[config.mk]
export PLATFORM = sky130hd
export DESIGN_NAME = remote_temp_result_format
export DESIGN_NICKNAME = d
export VERILOG_FILES = /design/src/include/temp_result_pkg.sv /design/src/design/remote_temp_result_format.sv
export SDC_FILE = /design/constraint.sdc
export NUM_CORES = 1
export LEC_CHECK = 0
export BUFFER_PORTS_ARGS = -buffer_cell sky130_fd_sc_hd__buf_4
export CAP_MARGIN = 20
export CORE_ASPECT_RATIO = 0.8
export CORE_UTILIZATION = 49
export CTS_BUF_LIST = sky130_fd_sc_hd__clkbuf_16
export DETAILED_ROUTE_END_ITERATION = 7
export HOLD_SLACK_MARGIN = 0.1
export PLACE_DENSITY = 0.7
export SETUP_SLACK_MARGIN = 0.5
export SYNTH_ARGS = -nofsm -noshare
export SYNTH_HDL_FRONTEND = slang
export SYNTH_SLANG_ARGS = --single-unit
[constraint.sdc]
create_clock -name clock -period 3.7 [get_ports clock]
set_input_delay 0.185 -clock clock [delete_from_list [all_inputs] [get_ports clock]]
set_output_delay 0.185 -clock clock [all_outputs]
set_load 0.01 [all_outputs]
[src/include/temp_result_pkg.sv]
// constants, carriers and state layout for the remote temperature result formatter
package temp_result_pkg;

	// command codes, index 0 is remote channel one, index 1 is remote channel two
	localparam logic [1:0][7:0] CMD_SIGNED_INT    = {8'h12, 8'h11};
	localparam logic [1:0][7:0] CMD_UNSIGNED_INT  = {8'h1a, 8'h19};
	localparam logic [1:0][7:0] CMD_SIGNED_FRAC   = {8'h22, 8'h21};
	localparam logic [1:0][7:0] CMD_UNSIGNED_FRAC = {8'h2a, 8'h29};
	localparam logic [1:0][7:0] CMD_CORRECTION    = {8'h32, 8'h31};

	// correction reset value and the byte read at unmapped codes
	localparam logic [7:0] CORRECTION_RESET = 8'h00;
	localparam logic [7:0] UNMAPPED_READ    = 8'h00;

	// raw reading: two's complement in 1/32 degree steps
	localparam int RAW_W = 14;
	localparam int SUM_W = 15;
	localparam int VAL_W = 13;

	// clamp limits of the 13-bit formatted value
	localparam logic [VAL_W-1:0] SIGNED_MAX   = 13'h0fff;
	localparam logic [VAL_W-1:0] SIGNED_MIN   = 13'h1000;
	localparam logic [VAL_W-1:0] UNSIGNED_MAX = 13'h1fff;
	localparam logic [VAL_W-1:0] UNSIGNED_MIN = 13'h0000;

	// format index
	localparam int FMT_SIGNED   = 0;
	localparam int FMT_UNSIGNED = 1;

	typedef struct packed {
		logic             rd;
		logic             wr;
		logic [7:0]       cmd;
		logic [7:0]       wdata;
	} reg_req_t;

	typedef struct packed {
		logic             valid;
		logic [RAW_W-1:0] value;
	} raw_sample_t;

	typedef struct packed {
		logic [1:0][SUM_W-1:0] sum;
		logic [1:0][7:0]       corr;
		logic [1:0][1:0][7:0]  frozen;
		logic [1:0][1:0]       locked;
		logic [7:0]            rd_data;
	} state_t;

endpackage : temp_result_pkg

[src/design/remote_temp_result_format.sv]
// remote channel result formatting, correction and fraction freeze
`timescale 1ns/1ns

// Overview of operation
// - signed integer byte: sign then 64..1
// - unsigned integer byte: 128 down to 1
// - fraction bits 7..5 weigh half, quarter, eighth
// - fraction bit 4: sixteenth only when filtering
// - fraction bit 3: thirty-second only when filtering
// - fraction bits 2..0 always read zero
// - per-channel read/write two's-complement correction byte
// - correction spans +63.5 to -64 degrees
// - correction added to raw, reported in results
// - unsigned fraction has its own command code
// - integer read freezes fraction, fraction read releases
// - repeated integer reads refreeze fresh fraction
module remote_temp_result_format
	import temp_result_pkg::*;
(
	// clock and reset
	input  wire logic              clock,
	input  wire logic              reset_n,
	// command access from the serial bus engine
	input  wire reg_req_t          req,
	output logic [7:0]             rd_data,
	// converter results, index 0 is channel one
	input  wire raw_sample_t [1:0] raw,
	// filter selections from the filter setting
	input  wire logic [1:0]        channel_one_filter_select,
	input  wire logic [1:0]        channel_two_filter_select
);

	state_t q;
	state_t n;

	logic [1:0]                  filt_on;
	logic [1:0][1:0][VAL_W-1:0]  val;
	logic [1:0][1:0][7:0]        int_byte;
	logic [1:0][1:0][7:0]        live_frac;
	logic [1:0][1:0][7:0]        frac_out;
	logic [1:0][SUM_W-1:0]       corrected;

	function automatic logic [VAL_W-1:0] clamp_value(input logic [SUM_W-1:0] s, input logic uns);
		logic [VAL_W-1:0] v;
		v = s[VAL_W-1:0];
		if (uns)
		begin
			if (s[SUM_W-1])
				v = UNSIGNED_MIN;
			else if (s[SUM_W-2])
				v = UNSIGNED_MAX;
		end
		else if (!((s[SUM_W-1:VAL_W-1] == 3'b000) || (s[SUM_W-1:VAL_W-1] == 3'b111)))
		begin
			v = s[SUM_W-1] ? SIGNED_MIN : SIGNED_MAX;
		end
		return v;
	endfunction : clamp_value

	// extra resolution is masked, not rounded, when the filter is off
	function automatic logic [7:0] frac_byte(input logic [VAL_W-1:0] v, input logic filt);
		return {v[4:2], (filt ? v[1:0] : 2'b00), 3'b000};
	endfunction : frac_byte

	assign filt_on[0] = |channel_one_filter_select;
	assign filt_on[1] = |channel_two_filter_select;
	assign rd_data    = q.rd_data;

	for (genvar ch = 0; ch < 2; ch++)
	begin : g_chan
		// correction is in half degrees, the reading in 1/32 degree
		assign corrected[ch] = {raw[ch].value[RAW_W-1], raw[ch].value}
			+ {{3{q.corr[ch][7]}}, q.corr[ch], 4'h0};
		for (genvar f = 0; f < 2; f++)
		begin : g_fmt
			assign val[ch][f]       = clamp_value(q.sum[ch], f == FMT_UNSIGNED);
			assign int_byte[ch][f]  = val[ch][f][VAL_W-1:5];
			assign live_frac[ch][f] = frac_byte(val[ch][f], filt_on[ch]);
			assign frac_out[ch][f]  = q.locked[ch][f] ? q.frozen[ch][f] : live_frac[ch][f];
		end
	end

	always_comb
	begin
		n = q;
		for (int ch = 0; ch < 2; ch++)
		begin
			if (raw[ch].valid)
				n.sum[ch] = corrected[ch];
			if (req.wr && req.cmd == CMD_CORRECTION[ch])
				n.corr[ch] = req.wdata;
		end
		if (req.rd)
		begin
			n.rd_data = UNMAPPED_READ;
			for (int ch = 0; ch < 2; ch++)
			begin
				if (req.cmd == CMD_CORRECTION[ch])
					n.rd_data = q.corr[ch];
				for (int f = 0; f < 2; f++)
				begin
					if (req.cmd == (f == FMT_SIGNED ? CMD_SIGNED_INT[ch] : CMD_UNSIGNED_INT[ch]))
					begin
						n.rd_data        = int_byte[ch][f];
						n.frozen[ch][f]  = live_frac[ch][f];
						n.locked[ch][f]  = 1'b1;
					end
					if (req.cmd == (f == FMT_SIGNED ? CMD_SIGNED_FRAC[ch] : CMD_UNSIGNED_FRAC[ch]))
					begin
						n.rd_data        = frac_out[ch][f];
						n.locked[ch][f]  = 1'b0;
					end
				end
			end
		end
	end

	always_ff @(posedge clock or negedge reset_n)
	begin
		if (!reset_n)
		begin
			q         <= '0;
			q.corr[0] <= CORRECTION_RESET;
			q.corr[1] <= CORRECTION_RESET;
		end
		else
			q <= n;
	end

	// checks mostly on channel one; channel two shares the same generate body
	logic rd_sint;
	logic rd_uint;
	logic rd_sfrac;
	logic rd_ufrac;
	assign rd_sint  = req.rd && req.cmd == CMD_SIGNED_INT[0];
	assign rd_uint  = req.rd && req.cmd == CMD_UNSIGNED_INT[0];
	assign rd_sfrac = req.rd && req.cmd == CMD_SIGNED_FRAC[0];
	assign rd_ufrac = req.rd && req.cmd == CMD_UNSIGNED_FRAC[0];

	property p_signed_sign;
		@(posedge clock) disable iff (!reset_n)
		rd_sint |=> rd_data[7] == $past(q.sum[0][SUM_W-1]);
	endproperty
	a_signed_sign: assert property (p_signed_sign) else $error("signed integer sign wrong");

	property p_unsigned_floor;
		@(posedge clock) disable iff (!reset_n)
		(rd_uint && q.sum[0][SUM_W-1]) |=> rd_data == 8'h00;
	endproperty
	a_unsigned_floor: assert property (p_unsigned_floor) else $error("negative not floored");

	property p_frac_top;
		@(posedge clock) disable iff (!reset_n)
		(rd_sfrac && !q.locked[0][0] && q.sum[0][SUM_W-1:VAL_W-1] == 3'b000)
		|=> rd_data[7:5] == $past(q.sum[0][4:2]);
	endproperty
	a_frac_top: assert property (p_frac_top) else $error("fraction weights wrong");

	property p_filter_off_mask;
		@(posedge clock) disable iff (!reset_n)
		(rd_sfrac && !q.locked[0][0] && channel_one_filter_select == 2'b00) |=> rd_data[4:3] == 2'b00;
	endproperty
	a_filter_off_mask: assert property (p_filter_off_mask) else $error("fine bits not masked");

	property p_filter_on_bits;
		@(posedge clock) disable iff (!reset_n)
		(rd_ufrac && !q.locked[0][1] && channel_one_filter_select != 2'b00
			&& q.sum[0][SUM_W-1:SUM_W-2] == 2'b00)
		|=> rd_data[4:3] == $past(q.sum[0][1:0]);
	endproperty
	a_filter_on_bits: assert property (p_filter_on_bits) else $error("fine bits missing");

	property p_reserved_zero;
		@(posedge clock) disable iff (!reset_n)
		(rd_sfrac || rd_ufrac) |=> rd_data[2:0] == 3'b000;
	endproperty
	a_reserved_zero: assert property (p_reserved_zero) else $error("reserved bits set");

	property p_corr_readback;
		@(posedge clock) disable iff (!reset_n)
		(req.wr && req.cmd == CMD_CORRECTION[0]) ##1 !req.wr ##1 (req.rd && !req.wr && req.cmd == CMD_CORRECTION[0])
		|=> rd_data == $past(req.wdata, 3);
	endproperty
	a_corr_readback: assert property (p_corr_readback) else $error("correction readback wrong");

	property p_corr_added;
		@(posedge clock) disable iff (!reset_n)
		raw[0].valid |=> $signed(q.sum[0]) == $signed($past(raw[0].value))
			+ 16 * $signed($past(q.corr[0]));
	endproperty
	a_corr_added: assert property (p_corr_added) else $error("correction not applied");

	property p_freeze;
		@(posedge clock) disable iff (!reset_n)
		rd_sint ##1 (!rd_sint && !rd_sfrac)[*3] ##1 rd_sfrac |=> rd_data == $past(q.frozen[0][0]);
	endproperty
	a_freeze: assert property (p_freeze) else $error("frozen fraction not returned");

	property p_release;
		@(posedge clock) disable iff (!reset_n)
		rd_ufrac |=> !q.locked[0][1];
	endproperty
	a_release: assert property (p_release) else $error("fraction not released");

	property p_refreeze;
		@(posedge clock) disable iff (!reset_n)
		rd_sint |=> q.locked[0][0] && q.frozen[0][0] == $past(live_frac[0][0]);
	endproperty
	a_refreeze: assert property (p_refreeze) else $error("fresh fraction not frozen");

	property p_filter_enable;
		@(posedge clock) disable iff (!reset_n)
		(req.rd && req.cmd == CMD_UNSIGNED_FRAC[1] && !q.locked[1][1] && channel_two_filter_select != 2'b00
			&& q.sum[1][SUM_W-1:SUM_W-2] == 2'b00)
		|=> rd_data[4:3] == $past(q.sum[1][1:0]);
	endproperty
	a_filter_enable: assert property (p_filter_enable) else $error("filter enable decode wrong");

	c_int_then_frac: cover property (@(posedge clock) disable iff (!reset_n) rd_sint ##[1:4] rd_sfrac);
	c_corr_write:    cover property (@(posedge clock) disable iff (!reset_n)
		req.wr && req.cmd == CMD_CORRECTION[1]);
	c_filtered_frac: cover property (@(posedge clock) disable iff (!reset_n)
		rd_ufrac && channel_one_filter_select != 2'b00);
	c_refreeze:      cover property (@(posedge clock) disable iff (!reset_n) rd_sint ##[2:4] rd_sint);

endmodule : remote_temp_result_format

==> impl_metrics.ini, run 1 <==
[setup_path]
cell_seen_most_often_among_critical_path_stages = o21ai_0
critical_path_required_ns = 3.92
ff_to_ff_setup_slack_ns = 1.39
timing.critical_path.slowest_stage_cell = fa_1
cp_endpoint_kind = flip-flop
cp_top_family = compound AO/OA/AOI/OAI gates
startpoint_type = flip-flop
maximum_net_fanout_on_the_critical_path = 5
timing.critical_path.cells = ha_1 -> inv_1 -> fa_1 -> nor2b_1 -> o21ai_0 -> a21boi_0 -> o21ai_0 -> and4b_1 -> a221o_1
critPathBufInv = 1
worstPathArrival_ns = 2.53
path_type_of_the_worst_setup_path = flip-flop to flip-flop
depth_of_the_critical_timing_path_with_buffers_and_inverters_included = 9
cpPeakStageDelay_ns = 0.39
ff2ff_path_depth = 9

[pwr]
ir_drop_mv = 0.349
power.leakage_nw = 2.71
power_per_cell_area_mw_per_mm2 = 407

[finish]
nets = 732
drive_above_1_share = 0.180
leading_cell_type_in_the_layout_fill_and_taps_excluded = dfrtp_1
antenna-diode-count = 0
mostFrequentLayoutCells = dfrtp_1, buf_4, nand2_1, o21ai_0, nor2_1
syn_to_final_growth_pct = 16.8

[yosys]
syn_inst = 608
ys_seq_area_frac = 0.361
syn_std_cell_area_mm2 = 0.00540
synth_flop_type = dfrtp_1
synthArstFlopShare = 1.00
ys_ff_latch = 78
synthesized_net_count = 684
yosys_warning_count = 0
count_of_flip_flops_with_a_built_in_enable_after_synthesis = 0
avgSynthCellArea_um2 = 8.89
yosys.cell_types.count = 73

[timing]
final.period_utilization = 0.625
rsz0062_at_grt = false
timing.final.hold_violations = 0
final_skew_ns = 0.00830
period_minus_slack_ns = 2.31
finalSetupViolCount = 0
maxSlewViolCount = 0
worst-slew-pin-transition_ns = 0.657
fmaxAchievable_ghz = 0.433
relSlewSlack = 0.561
final_critical_path_setup_slack_ns = 1.39
timing.setup.tns_ns = 0

[run]
number_of_violations_of_the_max_capacitance_limit = 0

[place]
gp_congestion = 0.919
io_buffer_count = 61
worst_slack_placed_ns = 1.38
detailed_place_hpwl_mm = 11.0

[grt]
grt_antenna_before_repair = 0
grt_use_total = 0.276
first_global_vias = 4568
largest_net_degree_at_the_start_of_global_routing = 79
global_route.overflow_total = 0
wire_length_of_the_first_global_routing_pass_mm = 24.0

[route]
wire_per_inst_um = 18.4
dr.first_iter.drc_count = 474
drc_markers = 0
detail_route.vias_per_cell = 6.14
detail-route-antenna-nets = 0
via_count = 4910
drt-pass1-iter-count = 5
postRouteWirelength_mm = 14.7

[die]
die_height_um = 95.9
design.core.area_mm2 = 0.0105
chipWidth_um = 119
placement_rows = 33
die_area_mm2 = 0.0115
floorplan.initialDensity = 0.515
top_level_ports = 62

[clocking]
cts-buffers-inserted = 9
cts_setup_buffers = 0
htreeDepth = 3
cts_buffer_depth = 2
clkLatencyLatePin_ns = 0.34
cts_tree = done
numClockSinks = 78
post_cts.resized_instances = 0
cts.reportedPaths.clkPinSlew_ns = 0.06
cts_root_buffer = clkbuf_16

[status]
outcome = finished, final reports clean

[worst_hold_path]
hp-class = input pin to flip-flop
whs_path_depth = 3
==> final cells by class <==
type / instances / area (um^2)
fillers: 951 / 4180
multi-input cells: 453 / 3070
flip-flops and latches: 78 / 1950
repair buffers: 82 / 671
clock buffers: 9 / 225
well taps: 140 / 175
inverters: 32 / 120
clock inverters: 6 / 103
==> path summary, 6_finish.rpt <==
kind / from / end
min in group asynchronous: reset_n / q[24]
max in group asynchronous: reset_n / q[75]
max reg2reg: q[44] / q[70]
min: raw[4] / q[64]
max: q[44] / q[70]
min reg2reg: q[39] / q[39]
==> cells in the mapped netlist (all sizes together) (6+ instances only) <==
| library cell | n | area share |
|---|---|---|
| o22ai | 7 | 0.0081 |
| ha | 20 | 0.046 |
| inv | 32 | 0.022 |
| xnor2 | 6 | 0.0097 |
| buf | 23 | 0.030 |
| a21oi | 30 | 0.028 |
| nor2b | 7 | 0.0081 |
| nand2b | 7 | 0.0081 |
| nor2 | 50 | 0.037 |
| o21a | 7 | 0.0097 |
| clkbuf | 22 | 0.019 |
| mux2 | 29 | 0.060 |
| o21bai | 10 | 0.014 |
| nand3b | 6 | 0.0083 |
| nand3 | 7 | 0.0065 |
| o21ai | 62 | 0.057 |
| a22oi | 10 | 0.014 |
| dfrtp | 78 | 0.36 |
| nor3 | 10 | 0.010 |
| a21boi | 14 | 0.019 |
| o211ai | 10 | 0.014 |
| a211oi | 8 | 0.011 |
| nand2 | 61 | 0.042 |
==> kinds of logic after synthesis <==
family | Yosys count | share of synthesized area
buffers and inverters | 77 | 0.0715
xor gates and xnor gates | 7 | 0.0113
muxes | 33 | 0.0678
DFF | 78 | 0.361
AOI/OAI and AO/OA | 215 | 0.270
and+or+nand+nor | 176 | 0.165
adders and majority gates | 22 | 0.0537
==> state kept, by name, summed over array words and instances (netlist names) <==
signal / flops
q: 70
rd_data: 8
==> routing by layer <==
metal  GRT usage  part of all wire  up-vias  wire length [um]
met2       0.416              0.44      201              6470
met1       0.397              0.47     2365              6950
li1            -                 -     2326                 -
met5           0                 0        -                 0
met4      0.0792             0.015        0               220
met3      0.0652             0.075       18              1110
==> power by group <==
| group | leakage, nW | internal [mW] | switching (mW) |
|---|---|---|---|
| registers | 0.977 | 0.930 | 0.122 |
| clock network | 0.164 | 0.649 | 0.346 |
| logic | 1.57 | 0.240 | 0.283 |
| total | 2.71 | 1.82 | 0.751 |
==> repair_timing <==
item | 4_1_cts | 5_1_grt
hold buffers | 17 | 0
setup endpoints to repair | 0 | 0
hold endpoints to repair | 102 | 0
==> per-stage QoR <==
step	util	power, mW	std cells	hold WS (ns)	area (um^2)
global placement	0.552	1.54	767	0.394	5790
CTS	0.600	2.57	799	0.187	6290
finish	0.602	2.57	800	0.200	6310
floorplan	-	1.39	608	-0.111	5400
detailed placement	0.552	1.56	767	0.397	5790
global route	0.602	2.69	800	0.207	6310
==> tightest hold or removal path: stages <==
cell and delay (ns):
buf_4 0.08, ha_1 0.11, mux2_2 0.13
Power figures use the tool's default switching activity.
==> inputs of run 2 (changes only) <==
PLACE_DENSITY = 0.72   (was 0.7)
clock period = 1.9 ns   (was 3.7 ns; I/O delays follow)
==> run 2 against run 1 <==
Against the previous run:
- the run now ends with negative setup slack left
- hold slack got worse by 0.080 ns
- largest power group unchanged
- combinational power increased to 3.1 times the previous value
- sequential power grew 95%
- total power rose by 110%
- design area up 18%
==> impl_metrics.ini, run 2 (synthesized netlist as in run 1, its figures left out) <==
[pwr]
netSwitchingPower_mw = 1.70
comb_power_share = 0.296
power.leakage_nw = 3.22
clock_share_of_power = 0.329
p_int_mw = 3.78
power_per_cell_area_mw_per_mm2 = 737
ir_drop_mv = 0.414
netSwitchingFraction = 0.311
p_seq_frac = 0.375

[clocking]
cts-buffers-inserted = 9
numClockSinks = 78
clkLatencyLatePin_ns = 0.34
htreeDepth = 3
cts_buffer_depth = 2
cts_tree = done
cts.reportedPaths.clkPinSlew_ns = 0.06
cts_root_buffer = clkbuf_16

[finish]
drive_above_1_share = 0.380
total_non_filler_cell_area_in_the_finished_layout_mm2 = 0.00744
antenna-diode-count = 0
finish.cell_count_without_fillers = 864
max_flop_register = q
leading_cell_type_in_the_layout_fill_and_taps_excluded = buf_4
largest_register_ff_count = 70
nets = 796
syn_to_final_growth_pct = 37.6
mostFrequentLayoutCells = buf_4, dfrtp_1, nand2_1, nor2_1, o21ai_0

[route]
detail_route.vias_per_cell = 6.14
route.top_layer_used = met4
dr_wl_met3_mm = 1.27
dr.first_iter.drc_count = 484
postRouteWirelength_mm = 16.5
met2_length_mm = 7.51
via_count = 5301
drt-pass1-iter-count = 5
wire_per_inst_um = 19.1
drc_markers = 0
detail_route.wirelength.met1_mm = 7.27
detail-route-antenna-nets = 0

[run]
number_of_violations_of_the_max_capacitance_limit = 0

[die]
top_level_ports = 62
chipWidth_um = 119
design.core.area_mm2 = 0.0105
die_height_um = 95.9
die_area_mm2 = 0.0115
floorplan.initialDensity = 0.515
placement_rows = 33

[timing]
worst-slew-pin-transition_ns = 0.661
final_critical_path_setup_slack_ns = -0.181
finalSetupViolCount = 4
final.period_utilization = 1.10
relSlewSlack = 0.557
fmaxAchievable_ghz = 0.480
rsz0062_at_grt = true
timing.final.hold_violations = 0
period_minus_slack_ns = 2.08
final_skew_ns = 0.00535
timing.setup.tns_ns = -0.448
maxSlewViolCount = 0

[setup_path]
maximum_net_fanout_on_the_critical_path = 2
path_type_of_the_worst_setup_path = flip-flop to flip-flop
cp_endpoint_kind = flip-flop
worstPathArrival_ns = 2.33
critical_path_required_ns = 2.15
startpoint_type = flip-flop

[grt]
global_route.overflow_total = 0
largest_net_degree_at_the_start_of_global_routing = 43
wire_length_of_the_first_global_routing_pass_mm = 25.1
first_global_vias = 5017
grt_use_total = 0.285
grt_antenna_before_repair = 0

[status]
outcome = complete, but fails checks
failed_checks = negative setup slack

[place]
dpl-instance-area_mm2 = 0.00617
detailed_place_hpwl_mm = 11.5
dpl.cell_count = 796
io_buffer_count = 61
gp_congestion = 0.891

[worst_hold_path]
hp-class = input pin to flip-flop
==> run 2: metal layers <==
| layer | vias up | GRT usage |
|---|---|---|
| met5 | - | 0.0357 |
| met4 | 0 | 0.103 |
| met2 | 235 | 0.453 |
| li1 | 2456 | - |
| met1 | 2561 | 0.387 |
| met3 | 49 | 0.0575 |
==> run 2: final cells by class <==
class	instances	area, um^2
Clock buffer	9	225
Fill cell	750	3050
Timing Repair Buffer	146	1270
Clock inverter	6	77.6
Multi-Input combinational cell	453	3610
Tap cell	140	175
Inverter	32	120
Sequential cell	78	1960
==> run 2: metrics by stage <==
stage / utilization / total power, mW / hold WS [ns] / setup WS, ns
6_report: 0.709 / 5.48 / 0.119 / -0.181
5_1_grt: 0.709 / 5.70 / 0.141 / -0.273
4_1_cts: 0.657 / 5.15 / 0.105 / -0.129
3_5_place_dp: 0.588 / 3.19 / 0.129 / -0.128
3_3_place_gp: 0.588 / 3.14 / 0.123 / -0.0217
2_1_floorplan: - / 2.80 / -0.201 / 0.00623
==> run 2: repair_timing <==
item                                    4_1_cts  5_1_grt
hold buffers                                 17        2
endpoints found under the setup margin       32       35
pin swaps                                    16       43
gates resized for setup                      38       89
setup buffers                                12       22
hold endpoints to repair                     65        1
==> run 2: final timing paths <==
check                              from    end  slack, ns  depth (start not counted)
worst max-delay path              q[52]  q[87]      -0.18                          9
max in group asynchronous       reset_n  q[87]       1.00                          3
worst max register to register    q[52]  q[87]      -0.18                          9
worst min-delay path            raw[14]  q[68]       0.12                          2
worst min register to register    q[39]  q[39]       0.48                          2
min in group asynchronous       reset_n  q[23]       0.28                          2
==> run 2: power by group through the flow <==
stage                     Combinational [mW]  Sequential, mW  Clock, mW
after floorplan                        0.865            1.94          0
after global placement                  1.11            2.03          0
after detailed placement                1.15            2.04          0
after CTS                               1.30            2.02       1.83
after global routing                    1.74            2.07       1.88
final                                   1.62            2.05       1.80
==> run 2: worst max-delay path, cell delays in order (launching register included) <==
cell and delay, ns:
dfrtp_1 0.35, ha_2 0.19, inv_2 0.04, fa_2 0.36, nor2b_2 0.16, o21ai_2 0.10
a21boi_2 0.18, o211ai_1 0.13, a2111o_1 0.38, o211ai_1 0.09
